<file path="config.mk">
export PLATFORM = sky130hd
export DESIGN_NAME = ebt_timer
export DESIGN_NICKNAME = d
export VERILOG_FILES = /design/src/rtl/ebt_pkg.sv /design/src/rtl/ebt_timer.sv
export VERILOG_INCLUDE_DIRS = /design/src /design/src/rtl
export SDC_FILE = /design/constraint.sdc
export NUM_CORES = 1
export LEC_CHECK = 0
export BUFFER_PORTS_ARGS = -buffer_cell sky130_fd_sc_hd__buf_4
export CORE_UTILIZATION = 52
export DETAILED_ROUTE_END_ITERATION = 10
export GPL_TIMING_DRIVEN = 0
export PLACE_DENSITY = 0.85
export SLEW_MARGIN = 20
export SYNTH_ARGS = -nofsm -noshare
export SYNTH_HDL_FRONTEND = slang
export SYNTH_SLANG_ARGS = --single-unit
export TNS_END_PERCENT = 20
</file>
<file path="constraint.sdc">
create_clock -name i_sys_clk -period 3 [get_ports i_sys_clk]
set_input_delay 0.3 -clock i_sys_clk [delete_from_list [all_inputs] [get_ports i_sys_clk]]
set_output_delay 0.3 -clock i_sys_clk [all_outputs]
set_load 0.05 [all_outputs]
</file>
<file path="src/rtl/ebt_regs.svh">
// Constants for the three-channel 8-bit compare timer block
`ifndef EBT_REGS_SVH
`define EBT_REGS_SVH
`define EBT_CNT_W 8
`define EBT_CNT_RST 8'h00
`define EBT_CNT_TOP 8'hFF
`define EBT_SEL_W 3
`define EBT_PRESC_W 7
`define EBT_EDIV_W 3
// Timer 50 clock select codes
`define EBT_SEL50_MAIN 3'h0
`define EBT_SEL50_DIV8 3'h1
`define EBT_SEL50_DIV128 3'h2
`define EBT_SEL50_SUB 3'h3
`define EBT_SEL50_T60_MATCH 3'h4
`define EBT_SEL50_T60_OUT 3'h5
// Timer 60 and 61 clock select codes
`define EBT_SEL6X_MAIN 3'h0
`define EBT_SEL6X_DIVM 3'h1
`define EBT_SEL6X_EXT 3'h2
`define EBT_SEL6X_EXT_DIV2 3'h3
`define EBT_SEL6X_EXT_DIV4 3'h4
`define EBT_SEL6X_EXT_DIV8 3'h5
// Prescaler masks: tick when masked low bits are all ones
`define EBT_MASK_DIV4 7'h03
`define EBT_MASK_DIV8 7'h07
`define EBT_MASK_DIV16 7'h0F
`define EBT_MASK_DIV128 7'h7F
`endif

</file>
<file path="src/rtl/ebt_pkg.sv">
// Types for the three-channel 8-bit compare timer block
`include "ebt_regs.svh"
package ebt_pkg;
  typedef struct packed {
    logic count_run_enable;
    logic pin_out_en;
    logic [`EBT_SEL_W-1:0] clk_sel;
    logic [`EBT_CNT_W-1:0] compare_value_8b;
  } ebt_cfg_t;
endpackage

</file>
<file path="src/rtl/ebt_timer.sv">
// Three 8-bit compare timers with square-wave output and 16-bit cascade
//
// Operation
// RULE_01 - Match toggles wave output in square-wave mode
// RULE_02 - 8-bit match clears counter, counting continues
// RULE_03 - Match raises irq as counter clears
// RULE_04 - Run enable low forces wave output 0
// RULE_05 - Enabled wave output starts low
// RULE_06 - Software orders square-wave setup steps
// RULE_07 - Software stops timer before clock change
// RULE_08 - Timer 50 clock select decode
// RULE_09 - Timer 60 clock select decode
// RULE_10 - Timer 61 clock select decode
// RULE_11 - Cascade: timer 50 upper, 60 lower
// RULE_12 - Cascade: timer 60 enable alone controls
// RULE_13 - Cascade full match clears both bytes
// RULE_14 - Cascade match raises only timer 60 irq
// RULE_15 - Software orders 16-bit interval setup
// RULE_16 - External clock counts valid input edges
// RULE_17 - Lower byte wrap carries into upper
`timescale 1ns/10ps
`include "ebt_regs.svh"
module ebt_timer (
  input wire logic i_sys_clk,
  input wire logic i_rst,
  input wire ebt_pkg::ebt_cfg_t i_cfg_t50,
  input wire ebt_pkg::ebt_cfg_t i_cfg_t60,
  input wire ebt_pkg::ebt_cfg_t i_cfg_t61,
  input wire logic i_cascade_16b,
  input wire logic i_subsystem_clock,
  input wire logic i_ext_count_t60,
  input wire logic i_ext_count_t61,
  output logic [2:0] o_wave_output_pin,
  output logic [2:0] o_match_irq,
  output logic [`EBT_CNT_W-1:0] o_count_t50,
  output logic [`EBT_CNT_W-1:0] o_count_t60,
  output logic [`EBT_CNT_W-1:0] o_count_t61,
  output logic [2*`EBT_CNT_W-1:0] o_count_16b
);
  ebt_pkg::ebt_cfg_t cfg [3];
  logic [`EBT_CNT_W-1:0] cnt_q [3];
  logic [`EBT_CNT_W-1:0] cnt_d [3];
  logic [`EBT_EDIV_W-1:0] ediv_q [3];
  logic [`EBT_EDIV_W-1:0] ediv_d [3];
  logic [2:0] wave_q;
  logic [2:0] wave_d;
  logic [2:0] irq_q;
  logic [2:0] irq_d;
  logic [2:0] tick;
  logic [2:0] run;
  logic [`EBT_PRESC_W-1:0] presc_q;
  logic [`EBT_PRESC_W-1:0] presc_d;
  logic [2:0] in_prev_q;
  logic [2:0] in_prev_d;
  logic [2:0] edge_in;
  logic match16;

  assign cfg[0] = i_cfg_t50;
  assign cfg[1] = i_cfg_t60;
  assign cfg[2] = i_cfg_t61;

  always_comb begin
    presc_d = presc_q + `EBT_PRESC_W'(1);
    in_prev_d = {i_ext_count_t61, i_ext_count_t60, i_subsystem_clock};
    // Rising edge is the valid edge; inputs are already synchronous
    edge_in = in_prev_d & ~in_prev_q; // RULE_16
    match16 = (cnt_q[0] == cfg[0].compare_value_8b) &&
      (cnt_q[1] == cfg[1].compare_value_8b);
    tick = 3'h0;
    run = 3'h0;
    // Descending order: timer 50 may be clocked by timer 60 results
    for (int i = 2; i >= 0; i--) begin
      logic hit;
      logic clr;
      logic casc_pair;
      hit = 1'b0;
      clr = 1'b0;
      casc_pair = i_cascade_16b && (i != 2);
      run[i] = (casc_pair && i == 0) ? cfg[1].count_run_enable : cfg[i].count_run_enable; // RULE_12
      ediv_d[i] = ediv_q[i];
      if (i != 0) begin
        if (!run[i]) begin
          ediv_d[i] = '0;
        end else if (edge_in[i]) begin
          ediv_d[i] = ediv_q[i] + `EBT_EDIV_W'(1);
        end
        case (cfg[i].clk_sel)
          `EBT_SEL6X_MAIN: tick[i] = 1'b1; // RULE_09 RULE_10
          `EBT_SEL6X_DIVM: begin
            if (i == 1) begin
              tick[i] = (presc_q & `EBT_MASK_DIV4) == `EBT_MASK_DIV4; // RULE_09
            end else begin
              tick[i] = (presc_q & `EBT_MASK_DIV16) == `EBT_MASK_DIV16; // RULE_10
            end
          end
          `EBT_SEL6X_EXT: tick[i] = edge_in[i]; // RULE_16
          `EBT_SEL6X_EXT_DIV2: tick[i] = edge_in[i] && (ediv_q[i][0] == 1'b1);
          `EBT_SEL6X_EXT_DIV4: tick[i] = edge_in[i] && (ediv_q[i][1:0] == 2'h3);
          `EBT_SEL6X_EXT_DIV8: tick[i] = edge_in[i] && (ediv_q[i] == 3'h7);
          default: tick[i] = 1'b0;
        endcase
      end else if (i_cascade_16b) begin
        // Upper byte advances only on a lower-byte wrap
        tick[0] = tick[1] && (cnt_q[1] == `EBT_CNT_TOP) && !match16; // RULE_17
        clr = tick[1] && match16; // RULE_13
      end else begin
        case (cfg[0].clk_sel)
          `EBT_SEL50_MAIN: tick[0] = 1'b1; // RULE_08
          `EBT_SEL50_DIV8: tick[0] = (presc_q & `EBT_MASK_DIV8) == `EBT_MASK_DIV8;
          `EBT_SEL50_DIV128: tick[0] = (presc_q & `EBT_MASK_DIV128) == `EBT_MASK_DIV128;
          `EBT_SEL50_SUB: tick[0] = edge_in[0];
          `EBT_SEL50_T60_MATCH: tick[0] = irq_d[1];
          `EBT_SEL50_T60_OUT: tick[0] = wave_d[1] && !wave_q[1];
          default: tick[0] = 1'b0;
        endcase
      end
      hit = casc_pair ? match16 : (cnt_q[i] == cfg[i].compare_value_8b);
      cnt_d[i] = cnt_q[i];
      wave_d[i] = wave_q[i];
      irq_d[i] = 1'b0;
      if (!run[i]) begin
        cnt_d[i] = `EBT_CNT_RST;
        wave_d[i] = 1'b0; // RULE_04
      end else if (clr) begin
        cnt_d[i] = `EBT_CNT_RST; // RULE_13
      end else if (tick[i]) begin
        if (hit) begin
          cnt_d[i] = `EBT_CNT_RST; // RULE_02 RULE_13
          irq_d[i] = !(casc_pair && i == 0); // RULE_03 RULE_14
          wave_d[i] = ~wave_q[i]; // RULE_01
        end else begin
          cnt_d[i] = cnt_q[i] + `EBT_CNT_W'(1);
        end
      end
      // Disabled pin holds low so the first toggle after enable rises
      if (!cfg[i].pin_out_en || (casc_pair && i == 0)) begin
        wave_d[i] = 1'b0; // RULE_05
      end
    end
  end

  always_ff @(posedge i_sys_clk or posedge i_rst) begin
    if (i_rst) begin
      presc_q <= '0;
      in_prev_q <= 3'h0;
      wave_q <= 3'h0;
      irq_q <= 3'h0;
      for (int i = 0; i < 3; i++) begin
        cnt_q[i] <= `EBT_CNT_RST;
        ediv_q[i] <= '0;
      end
    end else begin
      presc_q <= presc_d;
      in_prev_q <= in_prev_d;
      wave_q <= wave_d;
      irq_q <= irq_d;
      for (int i = 0; i < 3; i++) begin
        cnt_q[i] <= cnt_d[i];
        ediv_q[i] <= ediv_d[i];
      end
    end
  end

  assign o_wave_output_pin = wave_q;
  assign o_match_irq = irq_q;
  assign o_count_t50 = cnt_q[0];
  assign o_count_t60 = cnt_q[1];
  assign o_count_t61 = cnt_q[2];
  assign o_count_16b = {cnt_q[0], cnt_q[1]}; // RULE_11
endmodule // ebt_timer

</file>
# Yosys cells after proc, flatten, opt, wreduce, memory -nomap -nowiden
# Cells that the tools add are included.
word_totals:
  register_bits: 46
  input_bits: 45
  output_inout_bits: 46
  wordCells: 125
op_classes:
  addsub: 6
  n_eq_ne: 37
  muxes: 45
  bitwise: 5
  n_reduce_logical: 21
op_table:
  columns: ["operator", "n"]
  rows:
  - ["$mux 8", 10]
  - ["$mux 1", 28]
  - ["$eq 3x3->1 const B", 9]
  - ["$add 8x1->8 const B", 3]
  - ["$eq 8x8->1", 3]
  - ["$eq 3x2->1 const B", 6]
  - ["$pmux 1 s6", 3]
  - ["$ne 3x2->1 const B", 5]
  - ["$mux 3", 4]
  - ["$logic_and 1x1->1", 11]
  - ["$eq 3x1->1 const B", 3]
  - ["$logic_not 3->1", 3]
  - ["$eq 8x8->1 const B", 1]
  - ["$ne 2x1->1 const B", 4]
  - ["$add 7x1->7 const B", 1]
  - ["$eq 7x7->1 const B", 1]
  - ["$add 3x1->3 const B", 2]
  - ["$eq 2x2->1 const B", 3]
  - ["$eq 4x4->1 const B", 1]
  - ["$logic_not 1->1", 4]
  - ["$and 3x3->3", 1]
  - ["$ne 3x1->1 const B", 1]
  - ["$not 1->1", 3]
  - ["$not 3->3", 1]
  - ["3 further kinds", 3]

# Depth between registers and ports, before layout
# Gate-level depths: netlist of the first run.
depth:
  word_depth: 14
  depth_mapped: 10
  depth_no_buf: 8

# Worst setup path after synthesis of the first run
# OpenSTA, ideal clock, no wires.
synth_path:
  path_kind: "reg2reg"
  startpoint: "register cnt_q (netlist bit o_count_t60[0])"
  endpoint: "register cnt_q (netlist bit o_count_t50[0])"
  setup_ps: 125
  arrival_ps: 2425
  required_ps: 2875
  path_slack_ps: 449
  stages_incl_launch_ff: 9
  path_buffers: 1
  period_less_slack_ps: 2551
  cell_sequence: "dfrtp_1 -> ha_1 -> and3_4 -> and3_4 -> and3_4 -> o211a_4 -> or3_1 -> buf_6 -> mux2_4"
synth_via:
  elab_chain_len: 11
  word_cells_on_any_way: 25
  cone_classes: "3 x eq/ne; 16 x mux; 6 x reduce/logical"
synth_lines:
  columns: ["element", "line", "source"]
  rows:
  - ["from (decl)", "ebt_timer.sv:41", "logic [`EBT_CNT_W-1:0] cnt_q [3];"]
  - ["from (signal, indexed assignment)", "ebt_timer.sv:149", "cnt_q[i] <= `EBT_CNT_RST;"]
  - ["from (signal, indexed assignment)", "ebt_timer.sv:158", "cnt_q[i] <= cnt_d[i];"]
  - ["$eq 8x8->1", "ebt_timer.sv:68, ebt_timer.sv:117", null]
  - ["$logic_and 1x1->1", "ebt_timer.sv:67", "match16 = (cnt_q[0] == cfg[0].compare_value_8b) &&"]
  - ["$mux 1", "ebt_timer.sv:117", "hit = casc_pair ? match16 : (cnt_q[i] == cfg[i].compare_value_8b);"]
  - ["$mux 1", "ebt_timer.sv:127", "if (hit) begin"]
  - ["$mux 1", "ebt_timer.sv:126", "end else if (tick[i]) begin"]
  - ["$mux 1", "ebt_timer.sv:121", "if (!run[i]) begin"]
  - ["$mux 1", "ebt_timer.sv:136", "if (!cfg[i].pin_out_en || (casc_pair && i == 0)) begin"]
  - ["$logic_and 1x1->1", "ebt_timer.sv:113", "`EBT_SEL50_T60_OUT: tick[0] = wave_d[1] && !wave_q[1];"]
  - ["$pmux 1 s6", "ebt_timer.sv:107", "case (cfg[0].clk_sel)"]
  - ["$mux 1", "ebt_timer.sv:102", "end else if (i_cascade_16b) begin"]
  - ["$ne 3x2->1 (no source line)", null, null]
# Several ways; a longest one is shown, not always the timed one. The select of a mux whose other input is x is not followed.
# A chain may end at the register's enable or synchronous reset.

# Final worst setup path of the first run
# Same ends and word-level chain as after synthesis.

==> impl_metrics.tcl, run 1 <==
set metrics [dict create \
    status "finished clean" \
    critPathMaxFanout 9 \
    period_share 0.8111 \
    rsz0062_at_grt "no" \
    clock-root-buffer "clkbuf_8" \
    maxCapViolCount 0 \
    critPathLaunchType "flop" \
    slew_headroom 0.5974 \
    synth_most_common_cell "dfrtp_1" \
    synth_cells 296 \
    num_rows 26 \
    place_inst 457 \
    worstMarginPinSlew_ps 603.9 \
    ys_seq_area_frac 0.3925 \
    boundaryPins 91 \
    period_minus_slack_ps 2433 \
    fmax_mhz 411.0 \
    final_nets 448 \
    syn_to_final_growth_pct 29.82 \
    p_total_uw 1289 \
    start_util 0.5565 \
    avgSynthCellArea_um2 9.908 \
    cp_data_required_time_ps 3180 \
    place_congestion 0.8258 \
    synth_top_flop_cell "dfrtp_1" \
    ys_top_cells_by_count "46 x dfrtp_1, 29 x xnor2_1, 16 x buf_4" \
    postPlaceCellArea_um2 3716 \
    clk_latency_ps 290 \
    nFillCells 406 \
    cts_tree "done" \
    synth_nets 350 \
    grt_pass1_wl_mm 11.52 \
    p_leak_uw 0.001833 \
    vias 2571 \
    fp.dieArea_um2 5944 \
    drtIter0Drc 143 \
    peakVddDrop_uv 194.1 \
    antenna_found_initial 0 \
    grt_max_degree 29 \
    skew_ps 7.711 \
    synth_top_area_share 0.3925 \
    syn_area_um2 2933 \
    setup_viol 0 \
    via_per_inst 5.529 \
    finalWirelength_mm 6.687 \
    slew_violations 0 \
    ys_warn_count 0 \
    synthDistinctLibCells 56 \
    cts.sinks 46 \
    crit_type "flop to flop" \
    cellPowerDensity_nw_per_um2 338.4 \
    clk_pin_slew_worst_paths_ps 90 \
    die_height_um 77.10 \
    post_cts_buffers 0 \
    dp_hpwl_mm 5.091 \
    finalNonFillerCells 465 \
    clock_path_buffers 2 \
    first_pass_iters 6 \
    wire_per_inst_um 14.38 \
    die_x_um 77.10 \
    cts_made_buffers 5 \
    postSynth.asyncResetShare 1.000 \
    cts_hold_buffers 0 \
    post_cts_resized 0 \
    route.detailed.drc 0 \
    grt-ovfl-total 0 \
    hold_viol 0 \
    synth.area.top_cells "dfrtp_1 39%, xnor2_1 8.7%, buf_4 4.1%, ha_1 3.8%, and3_1 3.0%" \
    synth-edff-count 0 \
    drive_gt1_frac 0.3392 \
    crit_arrival_ps 2620 \
    grt.total_usage 0.2389 \
    postRouteAntennaNets 0 \
    min_path_type "primary input to asynchronous set/reset pin" \
    io_buffer_count 90 \
    num_antenna_cells 0 \
    htreeDepth 2 \
    core-area_um2 5270 \
    final_cell_area_um2 3807 \
    yosysTopAreaCell "dfrtp_1" \
    synth_seq_cells 46 \
    grt_pass1_vias 2617 \
    finalSetupTns_ps 0 \
    critPathCaptureType "flop" \
]
[final timing paths]
path                       depth (start not counted)             from             end  slack, ps
max                                                8   o_count_t60[0]  o_count_t50[0]        570
min                                                2            i_rst  o_count_t60[5]          7
max reg2reg                                        8   o_count_t60[0]  o_count_t50[0]        570
min reg2reg                                        1       presc_q[6]      presc_q[6]        470
max in group asynchronous                          3            i_rst       ediv_q[5]       2490
min in group i_sys_clk                             1  i_ext_count_t60    in_prev_q[1]        120
[through the flow]
stage,util,setup slack (ps),hold WS (ps)
floorplan,-,449.4,331.4
global placement,0.7013,614.2,421.0
detailed placement,0.7051,590.9,343.7
CTS,0.7225,572.7,15.63
global route,0.7225,475.0,23.24
finish,0.7225,566.7,7.046
[power breakdown]
part           internal [uW]  switching, uW
clock                    186            208
combinational            115            132
sequential               631           16.1
[metal layers]
layer / vias up / share of wire / GRT usage
met3: 4 / 0.047 / 0.05476
met1: 1232 / 0.42 / 0.2864
met4: 0 / 0.0060 / 0.05660
li1: 1252 / - / -
met5: - / 0 / 0
met2: 83 / 0.53 / 0.4313
[registers in the layout (all words and copies together), names as in the netlist]
register and flops:
o_count_t60 8, o_match_irq 3, ediv_q 6, o_wave_output_pin 3
o_count_t61 8, in_prev_q 3, o_count_t50 8, presc_q 7
[kinds of logic after synthesis]
kind of cell               synth area share
and+or+nand+nor                      0.2308
AOI/OAI and AO/OA                    0.1596
DFF                                  0.3925
xor gates and xnor gates            0.09556
buffers and inverters               0.06783
adders and majority gates           0.03840
muxes                               0.01536
[worst max-delay path, stage by stage, from the launching register on]
cell and delay [ps]:
dfrtp_1 480, ha_1 270, and3_4 200, and3_4 180, and3_4 170, o211a_4 260, or3_1 320, buf_6 150
mux2_4 290
[cell usage in the layout (no fill, tap or decap), types with 4 or more instances in the layout]
cell type and instances:
clkbuf_1 5, o32ai_1 5, xnor2_1 29, nor2b_1 11, a21boi_0 7, nand2b_1 5
nor2_1 15, dfrtp_1 46, buf_4 106, a32o_1 4, and3_1 14, ha_1 9
nand3_1 9, clkbuf_8 8, a21oi_1 4, nand4_1 6, or3b_1 5, nand2_1 15
o22ai_1 5, o21ai_0 11, o21a_1 5, nand3b_1 7, and2_1 7
[area by class of cell]
cell class | instances | area (um^2) | area share
clock inverters | 1 | 5.005 | 0.001314
inverters | 4 | 15.01 | 0.003943
flip-flops and latches | 46 | 1151 | 0.3023
multi-input cells | 221 | 1583 | 0.4157
well taps | 70 | 87.58 | 0.02300
plain buffers | 25 | 183.9 | 0.04831
clock buffers | 7 | 86.33 | 0.02268
repair buffers | 91 | 695.7 | 0.1827
(Power assumes the default switching activity.)
==> run 2: changes to the inputs <==
==> constraint.sdc (replaced) <==
create_clock -name i_sys_clk -period 2.4 [get_ports i_sys_clk]
set_input_delay 0.24 -clock i_sys_clk [delete_from_list [all_inputs] [get_ports i_sys_clk]]
set_output_delay 0.24 -clock i_sys_clk [all_outputs]
set_load 0.05 [all_outputs]
==> run 2 against run 1 <==
First-iteration DRC count decreased by 38%. Critical path depth unchanged. Sequential power increased by 25%. Combinational power increased by 30%. Critical path type unchanged. Largest cell class unchanged. Highest routed layer unchanged.
==> impl_metrics.tcl, run 2 (synthesis results as in run 1) <==
set metrics [dict create \
    status "finished clean" \
    r2r_end "o_count_t50[0]" \
    final_cell_area_um2 3944 \
    finalWirelength_mm 6.991 \
    drtIter0Drc 89 \
    die_x_um 77.10 \
    via_per_inst 5.594 \
    critPathMaxFanout 9 \
    hold_viol 0 \
    finalNonFillerCells 470 \
    first_pass_iters 4 \
    r2r_start "o_count_t60[1]" \
    fmax_mhz 430.3 \
    core-area_um2 5270 \
    crit_arrival_ps 2510 \
    vias 2629 \
    layout_commonest_cell "buf_4" \
    clk_pin_slew_worst_paths_ps 90 \
    cts_tree "done" \
    min_path_type "primary input to flop" \
    drive_gt1_frac 0.3700 \
    cellPowerDensity_nw_per_um2 465.0 \
    boundaryPins 91 \
    postPlaceCellArea_um2 3721 \
    p_leak_uw 0.001874 \
    grt_pass1_wl_mm 11.47 \
    maxCapViolCount 0 \
    critPathLaunchType "flop" \
    peakVddDrop_uv 312.8 \
    slew_violations 0 \
    worstMarginPinSlew_ps 589.4 \
    fp.dieArea_um2 5944 \
    worstSetupStartpoint "o_count_t60[1]" \
    cp_data_required_time_ps 2590 \
    start_util 0.5565 \
    cts_made_buffers 5 \
    regArea_um2 1154 \
    finalSetupTns_ps 0 \
    grt_max_degree 27 \
    io_buffer_count 90 \
    wire_per_inst_um 14.87 \
    mostFrequentLayoutCells "110 x buf_4, 44 x dfrtp_1, 29 x xnor2_1" \
    die_height_um 77.10 \
    setup_viol 0 \
    final_nets 453 \
    place_congestion 0.8533 \
    skew_ps 10.55 \
    route.detailed.drc 0 \
    crit_type "flop to flop" \
    cts.sinks 46 \
    htreeDepth 2 \
    r2r_slack_ps 80 \
    period_minus_slack_ps 2324 \
    syn_to_final_growth_pct 34.47 \
    grt-ovfl-total 0 \
    critPathCaptureType "flop" \
    clk_latency_ps 300 \
    postRouteAntennaNets 0 \
    place_inst 457 \
    worstRegToRegCells 8 \
    multi_input_area_um2 1625 \
    crit_end "o_count_t50[0]" \
    num_rows 26 \
    antenna_found_initial 0 \
    num_antenna_cells 0 \
    clock-root-buffer "clkbuf_8" \
    grt.total_usage 0.2404 \
    dp_hpwl_mm 5.115 \
    nFillCells 389 \
    clock_path_buffers 2 \
    slew_headroom 0.6071 \
    grt_pass1_vias 2534 \
    period_share 0.9683 \
]
-- run 2: worst min path at each step --
stage                            startpoint        endpoint  slack (ps)  cells after the start
after floorplan           i_subsystem_clock    in_prev_q[0]         270                      0
after global placement      i_ext_count_t60    in_prev_q[1]         360                      1
after detailed placement              i_rst  o_count_t50[5]         290                      2
after CTS                   i_ext_count_t60    in_prev_q[1]          50                      1
after global routing        i_ext_count_t60    in_prev_q[1]          40                      1
final                       i_ext_count_t60    in_prev_q[1]          60                      1
-- run 2: power by group --
group	internal [uW]	total (uW)	switching, uW
clock network	444	703	259
logic	151	321	170
registers	789	810	20.9
total	1380	1830	450
-- run 2: routing by layer --
layer  GRT usage  wire length (um)  vias up
li1            -                 -     1267
met1      0.2839              2828     1252
met2      0.4455              3742      100
met3     0.04524               349       10
met4     0.05849                70        0
met5           0                 0        -
-- run 2: what timing repair did --
action / 4_1_cts / 5_1_grt
gates resized for setup: 0 / 9
endpoints found under the hold margin: 20 / 0
setup buffers: 0 / 4
setup endpoints to repair: 0 / 14
hold buffers: 1 / 0
-- run 2: stage by stage --
stage                       util  hold WS, ps  power [uW]  worst slack (ps)
after floorplan                -        271.4        1006             12.26
after global placement    0.7023        360.9        1120             80.47
after detailed placement  0.7061        293.7        1134             57.02
after CTS                 0.7350        47.75        1841             38.67
after global routing      0.7483        40.98        1907            -8.650
final                     0.7483        61.30        1834             76.14
-- run 2: layout make-up --
class | instances | share of cell area
multi-input cells | 221 | 0.4121
clock inverters | 2 | 0.01523
clock buffers | 6 | 0.02094
well taps | 70 | 0.02221
flip-flops and latches | 46 | 0.2925
inverters | 4 | 0.003807
plain buffers | 25 | 0.04664
repair buffers | 96 | 0.1865
-- run 2: critical path, stage by stage, from the launching register on --
cell and delay, ps:
dfrtp_2 470, ha_4 180, and3_4 180, and3_4 190
and3_4 180, o211a_4 260, or3_1 320, buf_6 150
mux2_4 280
